--- src/core/plh_pkg.sv ---
package plh_pkg;
	// Port-level protocol selection for the handshaked scalar ports
	typedef enum logic [1:0] {
		PLH_TWO_WAY_HANDSHAKE_MODE = 2'h0,
		PLH_ACKNOWLEDGE_ONLY_MODE = 2'h1,
		PLH_VALID_ONLY_MODE = 2'h2,
		PLH_OUTPUT_VALID_ONLY_MODE = 2'h3
	} plh_mode_t;
	localparam int PLH_DATA_W = 32;
	localparam int PLH_ADDR_W = 8;
	localparam int PLH_RAM_LATENCY = 1;
	localparam logic [31:0] PLH_DATA_RESET = 32'h0;
	localparam logic [7:0] PLH_ADDR_RESET = 8'h0;
endpackage

--- src/core/plh_if.sv ---
`timescale 1ns/10ps
// Wires between the synthesized block (dev) and its producer, consumer, RAM and FIFOs (far)
interface plh_if #(parameter int DW = 32, parameter int AW = 8) ();
	logic in_vld;
	logic in_ack;
	logic [DW-1:0] in_data;
	logic out_vld;
	logic out_ack;
	logic [DW-1:0] out_data;
	logic [AW-1:0] ram_address;
	logic ram_ce;
	logic ram_we;
	logic [DW-1:0] ram_write_data;
	logic [DW-1:0] ram_read_data;
	logic fin_empty_n;
	logic fin_read;
	logic [DW-1:0] fin_data;
	logic fout_full_n;
	logic fout_write;
	logic fout_lwr;
	logic [DW-1:0] fout_data;
	modport dev (
		input in_vld, in_data, out_ack, ram_read_data, fin_empty_n, fin_data, fout_full_n,
		output in_ack, out_vld, out_data, ram_address, ram_ce, ram_we, ram_write_data,
		output fin_read, fout_write, fout_lwr, fout_data
	);
	modport far (
		output in_vld, in_data, out_ack, ram_read_data, fin_empty_n, fin_data, fout_full_n,
		input in_ack, out_vld, out_data, ram_address, ram_ce, ram_we, ram_write_data,
		input fin_read, fout_write, fout_lwr, fout_data
	);
endinterface // plh_if

--- src/core/plh_device.sv ---
`timescale 1ns/10ps
// The user side asks for one operation at a time on each port (req a level, held
// until done pulses). Each port is independent so the block logic can overlap them.
module plh_device #(
	parameter plh_pkg::plh_mode_t MODE = plh_pkg::PLH_TWO_WAY_HANDSHAKE_MODE,
	parameter int DW = plh_pkg::PLH_DATA_W,
	parameter int AW = plh_pkg::PLH_ADDR_W,
	parameter int RAM_LAT = plh_pkg::PLH_RAM_LATENCY
) (
	input wire logic clk,
	input wire logic resetn,
	input wire logic block_start,
	plh_if.dev link,
	input wire logic in_req,
	output logic in_done,
	output logic [DW-1:0] in_value,
	input wire logic out_req,
	input wire logic [DW-1:0] out_value,
	output logic out_done,
	input wire logic ram_req,
	input wire logic ram_wr,
	input wire logic [AW-1:0] ram_addr,
	input wire logic [DW-1:0] ram_wdata,
	output logic ram_done,
	output logic [DW-1:0] ram_rdata,
	input wire logic fin_req,
	output logic fin_done,
	output logic [DW-1:0] fin_value,
	input wire logic fout_req,
	input wire logic fout_last,
	input wire logic [DW-1:0] fout_value,
	output logic fout_done
);
	import plh_pkg::*;

	// Refuse widths and latencies that the port logic and read pipe cannot serve
	if (DW < 1 || AW < 1 || RAM_LAT < 1 || RAM_LAT > 8) begin : g_bad_param
		$error("plh_device: unsupported parameter values");
	end

	// Started flag: block_start gates every port
	logic run_reg;
	always_ff @(posedge clk) begin
		if (!resetn) run_reg <= 1'b0;
		else if (block_start) run_reg <= 1'b1;
	end

	wire in_has_vld = (MODE == PLH_TWO_WAY_HANDSHAKE_MODE) || (MODE == PLH_VALID_ONLY_MODE);
	wire in_bare = (MODE == PLH_OUTPUT_VALID_ONLY_MODE);
	wire out_has_vld = (MODE != PLH_ACKNOWLEDGE_ONLY_MODE);
	wire out_has_ack = (MODE == PLH_TWO_WAY_HANDSHAKE_MODE) || (MODE == PLH_ACKNOWLEDGE_ONLY_MODE);

	// ---- Scalar input port ----
	// Valid-only mode latches data whenever valid is seen after block_start, even if not asked for yet
	logic held_reg;
	logic [DW-1:0] held_data_reg;
	logic in_ack_reg;
	logic in_done_reg;
	logic [DW-1:0] in_value_reg;
	wire in_want = run_reg && in_req && !in_done_reg;
	wire vo_catch = run_reg && (MODE == PLH_VALID_ONLY_MODE) && link.in_vld;
	wire vo_avail = held_reg || vo_catch;
	wire [DW-1:0] vo_data = vo_catch ? link.in_data : held_data_reg;
	// Two-way waits for valid; ack-only and bare read at once
	wire in_take = in_want && ((MODE == PLH_VALID_ONLY_MODE) ? vo_avail :
		(in_has_vld ? link.in_vld : 1'b1));
	always_ff @(posedge clk) begin
		if (!resetn) begin
			held_reg <= 1'b0;
			held_data_reg <= PLH_DATA_RESET;
		end else if (vo_catch) begin
			held_reg <= !in_take;
			held_data_reg <= link.in_data;
		end else if (in_take) begin
			held_reg <= 1'b0;
		end
	end
	// Ack is combinational in the read cycle so producer sees it with its valid
	assign link.in_ack = in_take && !in_bare && (MODE != PLH_VALID_ONLY_MODE) && resetn;
	always_ff @(posedge clk) begin
		if (!resetn) begin
			in_done_reg <= 1'b0;
			in_value_reg <= PLH_DATA_RESET;
		end else begin
			in_done_reg <= in_take;
			if (in_take) in_value_reg <= (MODE == PLH_VALID_ONLY_MODE) ? vo_data : link.in_data;
		end
	end
	assign in_done = in_done_reg;
	assign in_value = in_value_reg;

	// ---- Scalar output port ----
	logic out_busy_reg;
	logic out_vld_reg;
	logic out_done_reg;
	logic [DW-1:0] out_data_reg;
	wire out_start = run_reg && out_req && !out_busy_reg && !out_done_reg;
	// Held until ack when ack exists; valid-only completes in the write cycle
	wire out_finish = out_busy_reg && (!out_has_ack || link.out_ack);
	always_ff @(posedge clk) begin
		if (!resetn) begin
			out_busy_reg <= 1'b0;
			out_vld_reg <= 1'b0;
			out_done_reg <= 1'b0;
			out_data_reg <= PLH_DATA_RESET;
		end else begin
			out_done_reg <= out_finish;
			if (out_start) begin
				out_data_reg <= out_value; // Data and valid rise together
				out_vld_reg <= out_has_vld;
				out_busy_reg <= 1'b1;
			end else if (out_finish) begin
				out_vld_reg <= 1'b0; // Dropped on the edge after ack
				out_busy_reg <= 1'b0;
			end
		end
	end
	assign link.out_vld = out_vld_reg;
	assign link.out_data = out_data_reg;
	assign out_done = out_done_reg;

	// ---- RAM port ----
	logic ram_ce_reg;
	logic ram_we_reg;
	logic [AW-1:0] ram_addr_reg;
	logic [DW-1:0] ram_wd_reg;
	logic [RAM_LAT-1:0] rd_pipe_reg;
	logic ram_done_reg;
	logic [DW-1:0] ram_rdata_reg;
	wire ram_idle = !ram_ce_reg && (rd_pipe_reg == '0) && !ram_done_reg;
	wire ram_go = run_reg && ram_req && ram_idle;
	always_ff @(posedge clk) begin
		if (!resetn) begin
			ram_ce_reg <= 1'b0;
			ram_we_reg <= 1'b0;
			ram_addr_reg <= PLH_ADDR_RESET;
			ram_wd_reg <= PLH_DATA_RESET;
		end else begin
			ram_ce_reg <= ram_go; // Read: address with ce
			ram_we_reg <= ram_go && ram_wr; // Write: ce, we, address, data in one cycle
			if (ram_go) begin
				ram_addr_reg <= ram_addr;
				ram_wd_reg <= ram_wdata;
			end
		end
	end
	// Read data sampled RAM_LAT cycles after the ce cycle
	wire rd_issue = ram_ce_reg && !ram_we_reg;
	wire rd_land = rd_pipe_reg[RAM_LAT-1];
	always_ff @(posedge clk) begin
		if (!resetn) begin
			rd_pipe_reg <= '0;
			ram_done_reg <= 1'b0;
			ram_rdata_reg <= PLH_DATA_RESET;
		end else begin
			// Shift form serves a one-stage pipe too, with no reversed part-select
			rd_pipe_reg <= (rd_pipe_reg << 1) | RAM_LAT'(rd_issue);
			ram_done_reg <= rd_land || (ram_ce_reg && ram_we_reg);
			if (rd_land) ram_rdata_reg <= link.ram_read_data;
		end
	end
	assign link.ram_address = ram_addr_reg;
	assign link.ram_ce = ram_ce_reg;
	assign link.ram_we = ram_we_reg;
	assign link.ram_write_data = ram_wd_reg;
	assign ram_done = ram_done_reg;
	assign ram_rdata = ram_rdata_reg;

	// ---- FIFO input ----
	logic fin_done_reg;
	logic [DW-1:0] fin_value_reg;
	// Waits while empty; read strobe only in the consuming cycle
	wire fin_take = run_reg && fin_req && !fin_done_reg && link.fin_empty_n;
	assign link.fin_read = fin_take && resetn;
	always_ff @(posedge clk) begin
		if (!resetn) begin
			fin_done_reg <= 1'b0;
			fin_value_reg <= PLH_DATA_RESET;
		end else begin
			fin_done_reg <= fin_take;
			if (fin_take) fin_value_reg <= link.fin_data;
		end
	end
	assign fin_done = fin_done_reg;
	assign fin_value = fin_value_reg;

	// ---- FIFO output ----
	logic fout_busy_reg;
	logic fout_last_reg;
	logic fout_done_reg;
	logic fout_lwr_reg;
	logic [DW-1:0] fout_data_reg;
	wire fout_start = run_reg && fout_req && !fout_busy_reg && !fout_done_reg;
	// Data already on the port; write strobe only while not full
	wire fout_wr = fout_busy_reg && link.fout_full_n;
	always_ff @(posedge clk) begin
		if (!resetn) begin
			fout_busy_reg <= 1'b0;
			fout_last_reg <= 1'b0;
			fout_done_reg <= 1'b0;
			fout_lwr_reg <= 1'b0;
			fout_data_reg <= PLH_DATA_RESET;
		end else begin
			fout_done_reg <= fout_wr;
			fout_lwr_reg <= fout_wr && fout_last_reg; // Pulse after final write completes
			if (fout_start) begin
				fout_busy_reg <= 1'b1;
				fout_last_reg <= fout_last;
				fout_data_reg <= fout_value;
			end else if (fout_wr) begin
				fout_busy_reg <= 1'b0;
			end
		end
	end
	assign link.fout_write = fout_wr && resetn;
	assign link.fout_data = fout_data_reg;
	assign link.fout_lwr = fout_lwr_reg;
	assign fout_done = fout_done_reg;
endmodule // plh_device

--- src/flat_wrapper.sv ---
// flat-port wrapper written by rule: the top's interface ports become plain ports
module plh_device_flat import plh_pkg::*;
#(
	parameter plh_pkg::plh_mode_t MODE = plh_pkg::PLH_TWO_WAY_HANDSHAKE_MODE,
	parameter int DW = plh_pkg::PLH_DATA_W,
	parameter int AW = plh_pkg::PLH_ADDR_W,
	parameter int RAM_LAT = plh_pkg::PLH_RAM_LATENCY
)
  (clk, resetn, block_start, in_req, in_done, in_value, out_req, out_value, out_done, ram_req, ram_wr, ram_addr, ram_wdata, ram_done, ram_rdata, fin_req, fin_done, fin_value, fout_req, fout_last, fout_value, fout_done, link_in_vld, link_in_data, link_out_ack, link_ram_read_data, link_fin_empty_n, link_fin_data, link_fout_full_n, link_in_ack, link_out_vld, link_out_data, link_ram_address, link_ram_ce, link_ram_we, link_ram_write_data, link_fin_read, link_fout_write, link_fout_lwr, link_fout_data);
  plh_if #(.DW(DW), .AW(AW)) link_i ();
  input wire logic clk;
  input wire logic resetn;
  input wire logic block_start;
  input wire logic in_req;
  output logic in_done;
  output logic [DW-1:0] in_value;
  input wire logic out_req;
  input wire logic [DW-1:0] out_value;
  output logic out_done;
  input wire logic ram_req;
  input wire logic ram_wr;
  input wire logic [AW-1:0] ram_addr;
  input wire logic [DW-1:0] ram_wdata;
  output logic ram_done;
  output logic [DW-1:0] ram_rdata;
  input wire logic fin_req;
  output logic fin_done;
  output logic [DW-1:0] fin_value;
  input wire logic fout_req;
  input wire logic fout_last;
  input wire logic [DW-1:0] fout_value;
  output logic fout_done;
  input wire logic [$bits(link_i.in_vld)-1:0] link_in_vld;
  input wire logic [$bits(link_i.in_data)-1:0] link_in_data;
  input wire logic [$bits(link_i.out_ack)-1:0] link_out_ack;
  input wire logic [$bits(link_i.ram_read_data)-1:0] link_ram_read_data;
  input wire logic [$bits(link_i.fin_empty_n)-1:0] link_fin_empty_n;
  input wire logic [$bits(link_i.fin_data)-1:0] link_fin_data;
  input wire logic [$bits(link_i.fout_full_n)-1:0] link_fout_full_n;
  output wire logic [$bits(link_i.in_ack)-1:0] link_in_ack;
  output wire logic [$bits(link_i.out_vld)-1:0] link_out_vld;
  output wire logic [$bits(link_i.out_data)-1:0] link_out_data;
  output wire logic [$bits(link_i.ram_address)-1:0] link_ram_address;
  output wire logic [$bits(link_i.ram_ce)-1:0] link_ram_ce;
  output wire logic [$bits(link_i.ram_we)-1:0] link_ram_we;
  output wire logic [$bits(link_i.ram_write_data)-1:0] link_ram_write_data;
  output wire logic [$bits(link_i.fin_read)-1:0] link_fin_read;
  output wire logic [$bits(link_i.fout_write)-1:0] link_fout_write;
  output wire logic [$bits(link_i.fout_lwr)-1:0] link_fout_lwr;
  output wire logic [$bits(link_i.fout_data)-1:0] link_fout_data;
  assign link_i.in_vld = link_in_vld;
  assign link_i.in_data = link_in_data;
  assign link_i.out_ack = link_out_ack;
  assign link_i.ram_read_data = link_ram_read_data;
  assign link_i.fin_empty_n = link_fin_empty_n;
  assign link_i.fin_data = link_fin_data;
  assign link_i.fout_full_n = link_fout_full_n;
  assign link_in_ack = link_i.in_ack;
  assign link_out_vld = link_i.out_vld;
  assign link_out_data = link_i.out_data;
  assign link_ram_address = link_i.ram_address;
  assign link_ram_ce = link_i.ram_ce;
  assign link_ram_we = link_i.ram_we;
  assign link_ram_write_data = link_i.ram_write_data;
  assign link_fin_read = link_i.fin_read;
  assign link_fout_write = link_i.fout_write;
  assign link_fout_lwr = link_i.fout_lwr;
  assign link_fout_data = link_i.fout_data;
  plh_device #(.MODE(MODE), .DW(DW), .AW(AW), .RAM_LAT(RAM_LAT)) u_core (.clk(clk), .resetn(resetn), .block_start(block_start), .link(link_i), .in_req(in_req), .in_done(in_done), .in_value(in_value), .out_req(out_req), .out_value(out_value), .out_done(out_done), .ram_req(ram_req), .ram_wr(ram_wr), .ram_addr(ram_addr), .ram_wdata(ram_wdata), .ram_done(ram_done), .ram_rdata(ram_rdata), .fin_req(fin_req), .fin_done(fin_done), .fin_value(fin_value), .fout_req(fout_req), .fout_last(fout_last), .fout_value(fout_value), .fout_done(fout_done));
endmodule
--- config.mk ---
export PLATFORM = sky130hd
export DESIGN_NAME = plh_device_flat
export DESIGN_NICKNAME = d
export VERILOG_FILES = /design/src/core/plh_pkg.sv /design/src/core/plh_if.sv /design/src/core/plh_device.sv /design/src/flat_wrapper.sv
export SDC_FILE = /design/constraint.sdc
export NUM_CORES = 1
export LEC_CHECK = 0
export BUFFER_PORTS_ARGS = -buffer_cell sky130_fd_sc_hd__buf_2
export CAP_MARGIN = 15
export CORE_AREA = 2 2 167 169
export DETAILED_ROUTE_END_ITERATION = 12
export DIE_AREA = 0 0 169 171
export GPL_ROUTABILITY_DRIVEN = 0
export HOLD_SLACK_MARGIN = 0.05
export PLACE_DENSITY = 0.6
export SLEW_MARGIN = 5
export SYNTH_ARGS = -nofsm -noshare
export SYNTH_HDL_FRONTEND = slang
export SYNTH_SLANG_ARGS = --single-unit
--- constraint.sdc ---
create_clock -name clk -period 1.6 [get_ports clk]
set_input_delay 0.24 -clock clk [delete_from_list [all_inputs] [get_ports clk]]
set_output_delay 0.24 -clock clk [all_outputs]
set_load 0.02 [all_outputs]
Yosys cells after proc, flatten, opt, wreduce, memory -nomap -nowiden:

Cells that the tools add are included.

* muxes and demuxes: 4
* bitwise logic cells: 1
* reductions and logical operators: 37

Operators with widths (number)
* 1-bit logical AND: 25
* 1-bit logical NOT: 9
* 1-bit 2-to-1 mux: 4
* 2-bit nonzero test: 2
* 1-bit logical OR: 1
* 1-bit NOT: 1

* flip-flop bits (word level): 213
* input port bits: 214
* logic and storage cells: 62

Longest topological paths before layout:

* word-level depth: 5
* gate-level depth with buffers: 6

Worst setup path before layout:

No wires, ideal clock.

* kind: flip-flop to output port
* start point: register u_core.run_reg
* end point: output link_fin_read
* arrival time: 1.162 ns
* required time: 1.360 ns
* setup slack: 0.198 ns
* cell stages (with the launch flop): 6
* buffers on the path: 3
* path through: dfxtp_1 > buf_4 > and4b_1 > buf_2 > buf_2 > and2_1

* cells in the longest elaborated chain, start to end: 4

RTL lines
* start, declared: RTL line plh_device.sv:42 `logic run_reg;`
* start signal, assigned: RTL line plh_device.sv:44 `if (!resetn) run_reg <= 1'b0;`
* start signal, assigned: RTL line plh_device.sv:45 `else if (block_start) run_reg <= 1'b1;`
* 1-bit logical AND (3 in series): RTL line plh_device.sv:173 `wire fin_take = run_reg && fin_req && !fin_done_reg && link.fin_empty_n;`
* 1-bit logical AND: RTL line plh_device.sv:174 `assign link.fin_read = fin_take && resetn;`
* end, declared: RTL line flat_wrapper.sv:47 `output wire logic [$bits(link_i.fin_read)-1:0] link_fin_read;`

Every way passes these cells.

Worst setup path in the final report:

* start point: register u_core.fin_done_reg (netlist: u_core.fin_done)
* end point: output link_fin_read

* cells in the longest elaborated chain, start to end: 4

RTL lines
* start, declared: RTL line plh_device.sv:170 `logic fin_done_reg;`
* start signal, assigned: RTL line plh_device.sv:180 `fin_done_reg <= fin_take;`
* 1-bit logical NOT: RTL line plh_device.sv:173
* 1-bit logical AND (2 in series): RTL line plh_device.sv:173
* 1-bit logical AND: RTL line plh_device.sv:174

Every way passes these cells.

==> impl_results.md <==
- Status: finished, violations left
- Violated checks: setup timing
- Total number of vias: 8,089
- Port bufs: 425
- Compound-gate portion of the synthesized area: 0.125
- Filler Cell Count: 2,500
- Sequential Area: 4270 um2
- Total GRT Usage: 0.177
- Syn avg cell area: 9.07 um2
- Post-DP Area: 10,600 um2
- Final setup violation count: 2
- CTS tree: done
- Clock buffer depth: 3
- Clock Skew: 5.51 ps
- Inst Count DP: 1,610
- H-tree depth: 1
- Routed wire length: 27,600 um
- Initial antenna violation count: 2
- Yosys cell types: 22
- Minimum clock period: 1620 ps
- Final Cycle Share: 1.01
- DRT Pass-1 Iters: 4
- Dpl ws: 120 ps
- Critical path's top delay family: simple AND/OR/NAND/NOR gates
- VDD IR-drop max: 630 uV
- Iteration-0 DRC Markers: 259
- Pin count of the biggest net entering global routing: 48
- Slew Limit Fails: 0
- Total power: 12.7 mW
- DRC: 0
- Post-Syn Nets: 1,094
- Largest family of logic cells by synthesized area: simple AND/OR/NAND/NOR gates
- Clk Latency, worst-skew pair: 510 ps
- Initial Util: 0.292
- Yosys reg bits: 213
- Max_cap viols: 0
- CTS Root Cell: clkbuf_16
- Gate Count Post-Synth: 880
- Synth top area share: 0.534
- PD cells: 943 nW/um2
- Multiplexer share of the synthesized area: 0.0903
- Core area: 27,300 um2
- Hpwl dp: 18,300 um
- CP max-delay cell: dfxtp_2
- Sequential area share after synthesis: 0.534
- Simple-Gate Fraction of Synth Area: 0.210
- Worst path max stage delay: 320 ps
- Sw Pwr: 3.09 mW
- Final ANT Viol Nets: 0
- Clock share of power: 0.425
- Worst EP arrival: 1380 ps
- Chip Width: 169 um
- Xor and xnor area share after synthesis: 0
- Synth Area in Adders: 0
- Worst-path cell chain: and4b_2 > and2_4 > buf_6
- Internal power: 9.63 mW
- Layout cells sized above 1: 0.334
- Crit. End Element: output port
- Ranking of synthesized cells by area: dfxtp_1, nand2_1, a21boi_0
- Ports: 426
- Switching share of power: 0.243
- Routed len/inst: 14.8 um
- Nets: 1,712
- Full die area: 28,900 um2
- Relative slew margins: 0.763
- Yosys warns: 0
- # clock sinks: 213
- Worst setup margin: -23.8 ps
- Area of the multi-input gates: 3430 um2
- Commonest non-fill, non-tap cells in the layout: buf_2, nand2_1, dfxtp_1, dlygate4sd3_1, a21boi_0
- Largest fanout on the critical path: 3
- Mapped Area: 7980 um2
- Area grow syn2layout: 68.9%
- Leakage: 6.06 nW
- Most common cell after layout, fill and taps aside: buf_2
- Die height: 171 um
- Combinational Power Share: 0.136
- Worst Path Required: 1360 ps
- Flop pwr share: 0.439
- Hold Vio Cnt, Final: 0
- Util after Layout: 0.494
- Min-delay worst type: in2reg
- Vias per Instance: 4.34
- Fmax: 0.616 GHz
- Worst setup path category: reg2out
- Fin area: 13,500 um2
- CTS Buf Count: 24
- Std-Cell Rows: 61
- Clock transition at path regs: 60 ps
- First-pass GRT wire length: 41,000 um
- Unrepaired setup endpoints after global routing: yes
- Finished Layout Cells: 1,862
- CP Buf/Inv Count: 1
- Total global routing overflow: 0
- Via count of the first global-routing pass: 7,881
- Area leader, netlist: dfxtp_1
- Setup crit start kind: flop
- Worst slew pin tran: 355 ps
## worst reg2reg max path, cell delays in order, from the launching register on
cell and delay [ps]:
dfxtp_4 360, buf_4 100, buf_4 120, nand3b_4 80, nor3_4 150, buf_12 310
mux2i_1 260
## power by group through the flow
stage | Clock, mW | Sequential (mW) | Combinational (mW)
4_1_cts | 5.56 | 5.58 | 1.72
5_1_grt | 5.80 | 5.60 | 1.87
3_3_place_gp | 0 | 5.69 | 1.31
2_1_floorplan | 0 | 5.90 | 0.471
6_report | 5.41 | 5.58 | 1.73
3_5_place_dp | 0 | 5.69 | 1.32
## metrics by stage
stage | setup TNS [ps] | hold slack [ps]
final | -44.7 | 73.2
after global routing | -148 | 53.2
after CTS | -110 | 52.0
after detailed placement | 0 | 413
after global placement | 0 | 415
after floorplan | 0 | 350
## kinds of logic (layout without fill, tap and decap cells)
logic type	count (synthesis)	in the layout
simple gates	395	395
mux	72	72
compound gates	133	133
flops	213	213
other cells	0	2
buf+inv	67	701
## worst paths after layout
path	endpoint	from	depth (start not counted)	slack [ps]
max	link_fin_read	u_core.fin_done	3	-20
max reg2reg	u_core.link.ram_write_data[29]	u_core.run_reg	6	150
min reg2reg	u_core.rd_land	u_core.link.ram_we	1	420
min	u_core.in_value[0]	resetn	2	70
## routing by layer
metal  vias to the layer above  share of wire  track usage
li1                       4073              -            -
met1                      3639           0.39        0.191
met2                       324           0.50        0.329
met3                        53          0.085       0.0520
met4                         0          0.026       0.0580
met5                         -              0            0
## area by class of cell
type	instances	share of cell area
clock buffers	35	0.0529
clock inverters	7	0.00464
well taps	346	0.0321
repair buffers	659	0.339
flip-flops and latches	213	0.317
multi-input cells	600	0.254
diodes	2	0.000371
## cells in the mapped netlist
cell type and instances:
nor3_4 1, nand4bb_1 2, a21boi_1 14, nor2_1 1, nand4b_1 2, dfxtp_1 213, nor2b_1 33, nor4bb_1 2
buf_6 4, and2_1 6, nand3b_4 1, a21oi_1 1, buf_2 20, and3_1 4, nand2_1 339, and4b_1 2
buf_4 6, clkbuf_1 37, mux2i_1 72, a21boi_0 117, o21a_1 1, nand2b_1 2
## repair_timing
item / in CTS / in global routing
endpoints found under the setup margin: 2 / 3
buffers inserted: 3 / 2
pin swaps: 2 / 0
hold buffers: 202 / 1
gates resized for setup: 9 / 2
endpoints found under the hold margin: 204 / 1
(Power assumes the default switching activity.)
